### config.mk
export PLATFORM = sky130hd
export DESIGN_NAME = jbsp_tap
export DESIGN_NICKNAME = d
export VERILOG_FILES = /design/src/hdl/jbsp_pkg.sv /design/src/hdl/jbsp_tap.sv
export VERILOG_INCLUDE_DIRS = /design/src /design/src/hdl
export SDC_FILE = /design/constraint.sdc
export NUM_CORES = 1
export LEC_CHECK = 0
export ABC_AREA = 1
export ABC_CLOCK_PERIOD_IN_PS = 13100
export BUFFER_PORTS_ARGS = -buffer_cell sky130_fd_sc_hd__buf_2
export CAP_MARGIN = 25
export CORE_ASPECT_RATIO = 1.25
export CORE_UTILIZATION = 45
export DETAILED_ROUTE_END_ITERATION = 10
export GPL_TIMING_DRIVEN = 0
export PLACE_DENSITY = 0.7
export SYNTH_ARGS = -nofsm -noshare
export SYNTH_HDL_FRONTEND = slang
export SYNTH_SLANG_ARGS = --single-unit
### constraint.sdc
create_clock -name clk -period 13.1 [get_ports clk]
set_clock_uncertainty 0.05 [all_clocks]
set_input_delay 1.31 -clock clk [delete_from_list [all_inputs] [get_ports clk]]
set_output_delay 1.31 -clock clk [all_outputs]
set_load 0.005 [all_outputs]
### src/hdl/jbsp_regs.svh
// jbsp_regs.svh: constants of the boundary-scan test port
// assumes: included by the package and the design file by bare name
`ifndef JBSP_REGS_SVH
`define JBSP_REGS_SVH

`define JBSP_IR_WIDTH     4
`define JBSP_IR_RESET     4'h1
`define JBSP_BUS_WIDTH    64
`define JBSP_HALF_WIDTH   32
`define JBSP_OP_EXTEST    4'h0
`define JBSP_OP_SAMPLE    4'h2
`define JBSP_OP_BYPASS    4'hf

`endif

### src/hdl/jbsp_pkg.sv
// jbsp_pkg.sv: types shared by the boundary-scan test port
// assumes: constants come from jbsp_regs.svh
`include "jbsp_regs.svh"

package jbsp_pkg;

    // standard sixteen-state test access controller
    typedef enum logic [3:0] {
        ST_RESET, ST_IDLE,
        ST_SEL_DR, ST_CAP_DR, ST_SH_DR, ST_EX1_DR, ST_PAU_DR, ST_EX2_DR, ST_UPD_DR,
        ST_SEL_IR, ST_CAP_IR, ST_SH_IR, ST_EX1_IR, ST_PAU_IR, ST_EX2_IR, ST_UPD_IR
    } jbsp_state_t;

    // serial test pins as driven by the device
    typedef struct packed {
        logic data;
        logic oe;
    } jbsp_tdo_t;

endpackage

### src/hdl/jbsp_tap.sv
// jbsp_tap.sv: boundary-scan test access port over the system address/data bus
// assumes: test pins are asynchronous to clk; test clock is far slower than clk
// Functional notes
// - rising test clock shifts input into IR/DR
// - serial output changes on falling test clock
// - serial output released when nothing shifts
// - test logic timed only by test clock; here all flops run on clk and act on sampled test clock edges
// - mode select sampled on rising edge
// - controller decodes mode select into states
// - active-low test reset, asynchronous, core-independent; here sampled through clk, and sys_rst also resets the port
// - test reset low releases serial output
// - width strap: low 32 bits, high 64
// - enable strap open holds controller reset
// - enable strap high: test reset governs
// - chain built from system address/data bus
`timescale 1ns/1ps
`default_nettype none
`include "jbsp_regs.svh"

module jbsp_tap
    import jbsp_pkg::*;
(
    // clock and reset
    input  wire logic                       clk,
    input  wire logic                       sys_rst,
    // test pins
    input  wire logic                       tck,
    input  wire logic                       tms,
    input  wire logic                       tdi,
    input  wire logic                       trst_n,
    output logic                            tdo_o,
    output logic                            tdo_oe,
    // straps, pulled low outside when open
    input  wire logic                       scan_width_select,
    input  wire logic                       tap_reset_release_strap,
    // boundary cells on the system address/data bus
    input  wire logic [`JBSP_BUS_WIDTH-1:0] system_addr_data_bus_in,
    output logic [`JBSP_BUS_WIDTH-1:0]      system_addr_data_bus_out,
    output logic                            bscan_extest
);

    ////////////////////////////////////////////////////////////////////////////
    // two-flop synchronisers for every asynchronous pin
    // reset value 0 reads as test reset held, so the port wakes quiet
    // the bus word is only used at capture, long after its levels settle
    logic [5:0]                 s1_ff;
    logic [5:0]                 s2_ff;
    logic                       tck_d_ff;
    logic [`JBSP_BUS_WIDTH-1:0] bus_s1_ff;
    logic [`JBSP_BUS_WIDTH-1:0] bus_s2_ff;

    always_ff @(posedge clk or posedge sys_rst) begin
        if (sys_rst) begin
            s1_ff     <= 6'h00;
            s2_ff     <= 6'h00;
            tck_d_ff  <= 1'b0;
            bus_s1_ff <= 64'h0;
            bus_s2_ff <= 64'h0;
        end else begin
            s1_ff     <= {tck, tms, tdi, trst_n, scan_width_select, tap_reset_release_strap};
            s2_ff     <= s1_ff;
            tck_d_ff  <= s2_ff[5];
            bus_s1_ff <= system_addr_data_bus_in;
            bus_s2_ff <= bus_s1_ff;
        end
    end

    wire tck_s    = s2_ff[5];
    wire tms_s    = s2_ff[4];
    wire tdi_s    = s2_ff[3];
    wire trst_n_s = s2_ff[2];
    wire wide_s   = s2_ff[1];
    wire rel_s    = s2_ff[0];

    // all test state advances only on detected test clock edges
    wire tck_rise = tck_s & ~tck_d_ff;
    wire tck_fall = ~tck_s & tck_d_ff;
    // open enable strap reads low and holds reset regardless of test reset
    wire tap_rst  = ~rel_s | ~trst_n_s;
    // an open width strap reads low, so the short chain is the safe default

    ////////////////////////////////////////////////////////////////////////////
    // next-state decode of the controller
    function automatic jbsp_state_t next_state(input jbsp_state_t s, input logic m);
        case (s)
            ST_RESET:  next_state = m ? ST_RESET  : ST_IDLE;
            ST_IDLE:   next_state = m ? ST_SEL_DR : ST_IDLE;
            ST_SEL_DR: next_state = m ? ST_SEL_IR : ST_CAP_DR;
            ST_CAP_DR: next_state = m ? ST_EX1_DR : ST_SH_DR;
            ST_SH_DR:  next_state = m ? ST_EX1_DR : ST_SH_DR;
            ST_EX1_DR: next_state = m ? ST_UPD_DR : ST_PAU_DR;
            ST_PAU_DR: next_state = m ? ST_EX2_DR : ST_PAU_DR;
            ST_EX2_DR: next_state = m ? ST_UPD_DR : ST_SH_DR;
            ST_UPD_DR: next_state = m ? ST_SEL_DR : ST_IDLE;
            ST_SEL_IR: next_state = m ? ST_RESET  : ST_CAP_IR;
            ST_CAP_IR: next_state = m ? ST_EX1_IR : ST_SH_IR;
            ST_SH_IR:  next_state = m ? ST_EX1_IR : ST_SH_IR;
            ST_EX1_IR: next_state = m ? ST_UPD_IR : ST_PAU_IR;
            ST_PAU_IR: next_state = m ? ST_EX2_IR : ST_PAU_IR;
            ST_EX2_IR: next_state = m ? ST_UPD_IR : ST_SH_IR;
            ST_UPD_IR: next_state = m ? ST_SEL_DR : ST_IDLE;
            default:   next_state = ST_RESET;
        endcase
    endfunction

    jbsp_state_t state_ff;
    jbsp_state_t nxt_state;
    assign nxt_state = next_state(state_ff, tms_s);

    ////////////////////////////////////////////////////////////////////////////
    // registers of the port
    logic [`JBSP_IR_WIDTH-1:0]  ir_sh_ff;
    logic [`JBSP_IR_WIDTH-1:0]  ir_ff;
    logic [`JBSP_BUS_WIDTH-1:0] bs_sh_ff;
    logic [`JBSP_BUS_WIDTH-1:0] bs_upd_ff;
    logic                       byp_ff;

    wire sel_bs = (ir_ff == `JBSP_OP_EXTEST) || (ir_ff == `JBSP_OP_SAMPLE);
    // top shift position depends on chain length; bits above are out of the chain
    wire [`JBSP_BUS_WIDTH-1:0] bs_shifted = wide_s
        ? {tdi_s, bs_sh_ff[`JBSP_BUS_WIDTH-1:1]}
        : {32'h0000_0000, tdi_s, bs_sh_ff[`JBSP_HALF_WIDTH-1:1]};
    wire [`JBSP_BUS_WIDTH-1:0] bus_cap = wide_s ? bus_s2_ff
        : {32'h0000_0000, bus_s2_ff[`JBSP_HALF_WIDTH-1:0]};

    // either reset source parks the controller in test-logic-reset
    // a held reset also swallows every test clock edge, so no half step survives
    always_ff @(posedge clk or posedge sys_rst) begin
        if (sys_rst) begin
            state_ff <= ST_RESET;
        end else if (tap_rst) begin
            state_ff <= ST_RESET;
        end else if (tck_rise) begin
            state_ff <= nxt_state;
        end
    end

    // shift and capture on rising edges
    // bypass cell is cleared at capture so a data shift first reads zero
    always_ff @(posedge clk or posedge sys_rst) begin
        if (sys_rst) begin
            ir_sh_ff <= `JBSP_IR_RESET;
            bs_sh_ff <= 64'h0;
            byp_ff   <= 1'b0;
        end else if (tck_rise) begin
            case (state_ff)
                ST_CAP_IR: ir_sh_ff <= `JBSP_IR_RESET;
                ST_SH_IR:  ir_sh_ff <= {tdi_s, ir_sh_ff[`JBSP_IR_WIDTH-1:1]};
                ST_CAP_DR: begin
                    bs_sh_ff <= bus_cap;
                    byp_ff   <= 1'b0;
                end
                ST_SH_DR: begin
                    if (sel_bs) bs_sh_ff <= bs_shifted;
                    else byp_ff <= tdi_s;
                end
                default: ;
            endcase
        end
    end

    // instruction and bus update; bypass after test reset
    // update acts at the fall so the new word is settled half a test clock
    // before the next rise can use it
    always_ff @(posedge clk or posedge sys_rst) begin
        if (sys_rst) begin
            ir_ff     <= `JBSP_OP_BYPASS;
            bs_upd_ff <= 64'h0;
        end else if (state_ff == ST_RESET) begin
            ir_ff     <= `JBSP_OP_BYPASS;
        end else if (tck_fall && state_ff == ST_UPD_IR) begin
            ir_ff     <= ir_sh_ff;
        end else if (tck_fall && state_ff == ST_UPD_DR && sel_bs) begin
            bs_upd_ff <= bs_sh_ff;
        end
    end

    ////////////////////////////////////////////////////////////////////////////
    // serial output: data and enable change on falling edge
    wire        shifting = (state_ff == ST_SH_IR) || (state_ff == ST_SH_DR);
    wire        out_bit  = (state_ff == ST_SH_IR) ? ir_sh_ff[0]
                         : (sel_bs ? bs_sh_ff[0] : byp_ff);
    jbsp_tdo_t  tdo_ff;

    // enable follows the state entered at the last rise, so it rises half a
    // test clock into a shift state and drops half a test clock after it
    always_ff @(posedge clk or posedge sys_rst) begin
        if (sys_rst) begin
            tdo_ff <= '{data: 1'b0, oe: 1'b0};
        end else if (tap_rst) begin
            tdo_ff <= '{data: 1'b0, oe: 1'b0};
        end else if (tck_fall) begin
            tdo_ff <= '{data: out_bit, oe: shifting};
        end
    end

    // bus-side boundary outputs, registered
    // the external test level drops at once under test reset, ahead of the
    // instruction falling back to bypass
    logic [`JBSP_BUS_WIDTH-1:0] bus_out_ff;
    logic                       extest_ff;

    always_ff @(posedge clk or posedge sys_rst) begin
        if (sys_rst) begin
            bus_out_ff <= 64'h0;
            extest_ff  <= 1'b0;
        end else begin
            bus_out_ff <= bs_upd_ff;
            extest_ff  <= (ir_ff == `JBSP_OP_EXTEST) && !tap_rst;
        end
    end

    assign tdo_o                    = tdo_ff.data;
    assign tdo_oe                   = tdo_ff.oe;
    assign system_addr_data_bus_out = bus_out_ff;
    assign bscan_extest             = extest_ff;

endmodule

`default_nettype wire

==> impl_metrics.tcl, run 1 <==
set metrics [dict create \
    status "complete, no violations" \
    insertion_delay_ns 0.51 \
    r2r_cells 8 \
    pin_count 139 \
    syn-instance-count 1061 \
    crit_path_frequent_cell "buf_16" \
    drtIter0Drc 467 \
    synth_xor_area_share_pct 0 \
    slowest_stage "buf_16" \
    ys_ff_latch 349 \
    min_period_over_period_pct 19.29 \
    syn_area_per_cell_sq_um 11.20 \
    ys_warn_count 0 \
    maxCapViolCount 0 \
    power.total_mw 2.087 \
    timing_worst_setup_path_type "input pin to asynchronous set/reset pin" \
    slowest_delay_ns 0.51 \
    synth_top_cell_area_share_pct 72.46 \
    drive_gt1_share_pct 18.90 \
    min_path_type "flip-flop to flip-flop" \
    synthTopCellsByArea "dfrtp_1 72%, nand2_1 9.0%, o21ai_0 4.1%, nand3_1 3.3%, o21ai_1 3.2%" \
    synthMuxAreaShare_pct 0 \
    path_max_fanout 135 \
    cp.arrival_ns 3.05 \
    synthTopCellsByCount "344 x dfrtp_1, 284 x nand2_1, 97 x o21ai_0" \
    r2r_setup_slack_ns 10.94 \
    start_kind "input pin" \
    cts_tree "done" \
    cts.path.max_buffers 3 \
    postPlaceCellArea_sq_mm 0.01306 \
    cts_max_level 2 \
    cts_resized 0 \
    grt_pass1_wl_microns 38160 \
    start_util_pct 45.67 \
    finalSetupViolations 0 \
    cts_buffers 34 \
    hold_violations 0 \
    synth-simple-area-share_pct 13.50 \
    timing.rr.end "bs_upd_ff[44]" \
    worst_pin_slew_ns 0.6317 \
    synth_top_family_by_area "simple AND/OR/NAND/NOR gates" \
    synth_compound_area_share_pct 7.678 \
    syn_area_sq_mm 0.01188 \
    wl_per_cell_microns 14.39 \
    cts_root_buf "clkbuf_16" \
    via_per_inst 4.712 \
    ant_nets 0 \
    whs_endpoint "s2_ff[4]" \
    dr.pass1.iters 5 \
    pwr_density_cell_mw_per_mm2 147.6 \
    ys_seq_area_share_pct 73.57 \
    place_inst 1541 \
    synth_cell_types 23 \
    grt_overflow_total 0 \
    synth.most_common_cell "dfrtp_1" \
    grt_usage_pct 17.86 \
    final_period_minus_worst_setup_slack_ns 2.527 \
    grt_pass1_vias 7530 \
    async_reset_ff_share_pct 100.0 \
    hp-start "s1_ff[4]" \
    dp_hpwl_microns 15920 \
    required_ns 13.63 \
    end_kind "asynchronous set/reset pin" \
    antenna_found_initial 0 \
    cts.sinks 349 \
    nNetsFinal 1309 \
    syn_to_final_growth_pct 19.05 \
    r2r-start "ir_ff[0]" \
    ir_drop_uv 102.9 \
    rsz0062_at_grt "no" \
    fin_cells 1599 \
    synthFlopType "dfrtp_1" \
    leakage_nw 6.882 \
    n_antenna_cell 0 \
    yosys.area_share.adder_pct 0 \
    portBuffers 138 \
    rows 66 \
    core_sq_mm 0.02601 \
    fmax_mhz 395.7 \
    hold_depth 0 \
    syn_nets 1133 \
    holdBufCountCts 0 \
    cts_setup_buffers 0 \
    drc 0 \
    finalMaxSlewViolations 0 \
    synth_top_area_cell "dfrtp_1" \
    slew_headroom_pct 57.88 \
    fp.dieArea_sq_mm 0.02706 \
    final_area_sq_mm 0.01414 \
    place.gp.congestion 0.8512 \
    finalWirelength_microns 23010 \
    fin_setup_tns_ns 0 \
    die_h_microns 183.7 \
    fp.dieW_microns 147.3 \
    grt_max_degree 136 \
    worstPathCellList "buf_2 -> inv_8 -> buf_16 -> buf_16" \
    synth-edff-count 0 \
    cts.clk_slew.worst_paths_ns 0.06 \
    via_count 7535 \
]
## report_power, final
group | total (mW) | switching, mW | internal [mW]
clock | 0.933 | 0.392 | 0.541
combinational | 0.0468 | 0.0325 | 0.0143
sequential | 1.11 | 0.00705 | 1.10
total | 2.09 | 0.432 | 1.66
## flip-flops by register name (all words and copies together) (netlist names), 6 cells and up
name / flops
bus_s2_ff: 64
s1_ff: 6
bs_upd_ff: 64
system_addr_data_bus_out: 64
bs_sh_ff: 64
s2_ff: 6
bus_s1_ff: 64
## layout by cell type (no fill, tap or decap)
cell       instances
clkbuf_16         34
buf_6              6
nand2_4            1
nor2_1            18
inv_6              2
clkbuf_8           7
clkinv_4           1
buf_1              9
o21ai_0           97
inv_1             85
nor3_1             2
inv_8              1
a21oi_4            1
buf_4              7
buf_16             2
buf_2            154
nand3_1           79
a21oi_1            6
nor2_4             1
bufinv_16          1
clkinv_2           6
o21ai_1           76
inv_2              3
nor2_2             2
clkinv_8           2
dfrtp_1          344
clkbuf_1          20
nand2_2            1
nand3_4            1
nand2_1          284
nand4_1            1
dfstp_2            5
## final cells by class
type                       count  area, sq um
buffer                        53        290.3
clock buffer                  46        965.9
clock inverter                12        118.9
fill                        2197        11870
inverter                      89        341.6
multi-input combinational    570         2516
sequential                   349         8740
tap                          340        425.4
timing repair buffer         140        745.7
## cells by family (layout without fill, tap and decap cells)
family	Yosys count	after routing
AOI/OAI and AO/OA	180	180
buffers and inverters	142	340
and+or+nand+nor	390	390
DFF	349	349
## stage by stage
stage / hold WS, ns / setup WS [ns] / util (%)
after detailed placement: 0.2847 / 9.960 / 50.20
final: 0.2918 / 10.57 / 54.37
after global placement: 0.2819 / -0.9114 / 49.96
after floorplan: 0.2812 / 2.070 / -
after CTS: 0.2882 / 10.50 / 54.37
after global routing: 0.3024 / 10.28 / 54.37
## routing by layer
layer	wire [microns]	share of wire, %	vias to the layer above	track usage [%]
met1	9970	43	3596	23.56
met3	1073	4.7	34	3.325
met4	452	2.0	0	5.278
li1	-	-	3721	-
met5	0	0	-	0
met2	11520	50	184	30.13
## how the worst max path moves through the flow
| stage | start | endpoint | slack (ns) | cells past startpoint |
|---|---|---|---|---|
| 3_3_place_gp | sys_rst | bus_s1_ff[45] | -0.91 | 2 |
| 6_report | sys_rst | bs_upd_ff[46] | 10.57 | 4 |
| 5_1_grt | sys_rst | system_addr_data_bus_out[52] | 10.28 | 4 |
| 2_1_floorplan | sys_rst | bs_sh_ff[0] | 2.07 | 1 |
| 3_5_place_dp | sys_rst | bus_s1_ff[45] | 9.96 | 4 |
| 4_1_cts | sys_rst | bs_upd_ff[46] | 10.50 | 4 |
## critical path, delay by kind of cell
| family | cells | cell delay [ns] |
|---|---|---|
| buffers and inverters | 4 | 1.54 |
Power figures use the tool's default switching activity.
==> run 2, diff against run 1 <==
--- a/config.mk
+++ b/config.mk
@@ -7,14 +7,14 @@
 export NUM_CORES = 1
 export LEC_CHECK = 0
 export ABC_AREA = 1
-export ABC_CLOCK_PERIOD_IN_PS = 13100
+export ABC_CLOCK_PERIOD_IN_PS = 2300
 export BUFFER_PORTS_ARGS = -buffer_cell sky130_fd_sc_hd__buf_2
 export CAP_MARGIN = 25
 export CORE_ASPECT_RATIO = 1.25
 export CORE_UTILIZATION = 45
 export DETAILED_ROUTE_END_ITERATION = 10
 export GPL_TIMING_DRIVEN = 0
-export PLACE_DENSITY = 0.7
+export PLACE_DENSITY = 0.73
 export SYNTH_ARGS = -nofsm -noshare
 export SYNTH_HDL_FRONTEND = slang
 export SYNTH_SLANG_ARGS = --single-unit
==> constraint.sdc (replaced) <==
create_clock -name clk -period 2.3 [get_ports clk]
set_clock_uncertainty 0.05 [all_clocks]
set_input_delay 0.23 -clock clk [delete_from_list [all_inputs] [get_ports clk]]
set_output_delay 0.23 -clock clk [all_outputs]
set_load 0.005 [all_outputs]
==> run 2 against run 1 <==
Net effect: critical path depth increased by 3; routed wire length increased by 3.8%; utilization increased by 3.5 points; setup slack got worse by 10 ns; largest power group unchanged.
==> impl_metrics.tcl, run 2 (synthesis gave the netlist of run 1 again) <==
set metrics [dict create \
    cts_resized 0 \
    finalWirelength_microns 23890 \
    leakage_nw 7.255 \
    rows 66 \
    cts_tree "done" \
    postPlaceCellArea_sq_mm 0.01316 \
    cp_top_family "buffers and inverters" \
    hold_violations 0 \
    grt_overflow_total 0 \
    syn_to_final_growth_pct 26.73 \
    slowest_delay_ns 0.54 \
    critPathBufInv 3 \
    timing_worst_setup_path_type "flip-flop to flip-flop" \
    place.gp.congestion 0.8262 \
    start_kind "flip-flop" \
    antenna_found_initial 1 \
    ir_drop_uv 514.6 \
    finalSetupViolations 0 \
    die_h_microns 183.7 \
    pin_count 139 \
    cts_buffers 35 \
    end_kind "flip-flop" \
    portBuffers 138 \
    maxCapViolCount 0 \
    pwr_density_cell_mw_per_mm2 817.6 \
    worst_pin_slew_ns 0.7005 \
    status "complete, no violations" \
    finalMaxSlewViolations 0 \
    fp.dieW_microns 147.3 \
    ant_nets 0 \
    start_util_pct 45.67 \
    drc 0 \
    dr.pass1.iters 5 \
    cts.clk_slew.worst_paths_ns 0.06 \
    min_path_type "input pin to flip-flop" \
    cts_setup_buffers 0 \
    utilization_pct 57.88 \
    cp.arrival_ns 2.41 \
    dp_hpwl_microns 15870 \
    mostFrequentLayoutCells "344 x dfrtp_1, 284 x nand2_1, 154 x buf_2" \
    drive_gt1_share_pct 18.67 \
    cts.path.max_buffers 3 \
    slew_headroom_pct 53.20 \
    cts_root_buf "clkbuf_16" \
    grt_usage_pct 18.33 \
    min_period_over_period_pct 90.31 \
    slowest_stage "dfstp_2" \
    final_period_minus_worst_setup_slack_ns 2.077 \
    required_ns 2.63 \
    fp.dieArea_sq_mm 0.02706 \
    grt_max_degree 46 \
    wl_per_cell_microns 14.22 \
    via_count 7918 \
    cts.sinks 349 \
    drtIter0Drc 333 \
    cts_max_level 2 \
    via_per_inst 4.713 \
    core_sq_mm 0.02601 \
    rsz0062_at_grt "no" \
    final_area_sq_mm 0.01506 \
    fmax_mhz 481.4 \
    nNetsFinal 1387 \
    final_common_cell "dfrtp_1" \
    insertion_delay_ns 0.53 \
    grt_pass1_wl_microns 39180 \
    grt_pass1_vias 7961 \
    path_max_fanout 10 \
    worstPathCellList "nor2_1 -> nand2_1 -> inv_1 -> nand4_1 -> buf_2 -> buf_1 -> o21ai_1" \
    fillerInstances 2093 \
]
run 2: changes by cell type in the layout (fill, tap and decap cells not counted), sizes merged, moves of 2 or more:
cell	previous run	this run
buf	178	184
clkinv	9	6
clkbuf	61	63
clkinvlp	0	5
dlygate4sd3	0	71
run 2: final cells by class:
| type | count | area, sq um | area share (%) |
|---|---|---|---|
| Sequential cell | 349 | 8740 | 58.05 |
| Multi-Input combinational cell | 570 | 2516 | 16.71 |
| Timing Repair Buffer | 217 | 1562 | 10.37 |
| Clock buffer | 48 | 1035 | 6.873 |
| Tap cell | 340 | 425.4 | 2.826 |
| Inverter | 89 | 337.8 | 2.244 |
| Buffer | 53 | 290.3 | 1.928 |
| Clock inverter | 13 | 147.6 | 0.9806 |
| Antenna cell | 1 | 2.502 | 0.01662 |
run 2: final timing paths:
path,end,slack [ns],depth (start not counted),start
worst max-delay path,bs_upd_ff[6],0.22,7,ir_ff[0]
worst min-delay path,bus_s1_ff[4],0.29,2,system_addr_data_bus_in[4]
worst max register to register,bs_upd_ff[6],0.22,7,ir_ff[0]
worst min register to register,bus_s2_ff[32],0.30,0,bus_s1_ff[32]
max in group asynchronous,bs_upd_ff[0],0.41,7,sys_rst
min in group asynchronous,s1_ff[2],0.33,3,sys_rst
run 2: timing repair:
action	CTS	global route
setup endpoints to repair	0	0
hold buffers	71	0
hold endpoints to repair	93	0
run 2: metrics by stage:
stage / setup slack, ns / total power, mW / hold slack [ns] / setup TNS, ns / std cells
global placement: -4.241 / 6.680 / 0.2825 / -1460.09 / 1539
finish: 0.2229 / 12.31 / 0.2931 / 0 / 1680
floorplan: -2.648 / 6.563 / 0.2114 / -917.92 / 1061
global route: 0.05978 / 12.74 / 0.2893 / 0 / 1680
detailed placement: 0.2265 / 6.714 / 0.2847 / 0 / 1547
CTS: 0.1999 / 12.44 / 0.2763 / 0 / 1679
run 2: report_power, final:
group	switching, mW	internal (mW)
sequential	0.0402	6.27
combinational	0.208	0.178
clock	2.31	3.31
total	2.56	9.75
run 2: layer usage:
layer  wire length (microns)  global-route usage [%]
met4                     520                   6.144
met2                   11700                   30.98
met1                   10700                   24.23
met3                     966                   2.829
met5                       0                       0
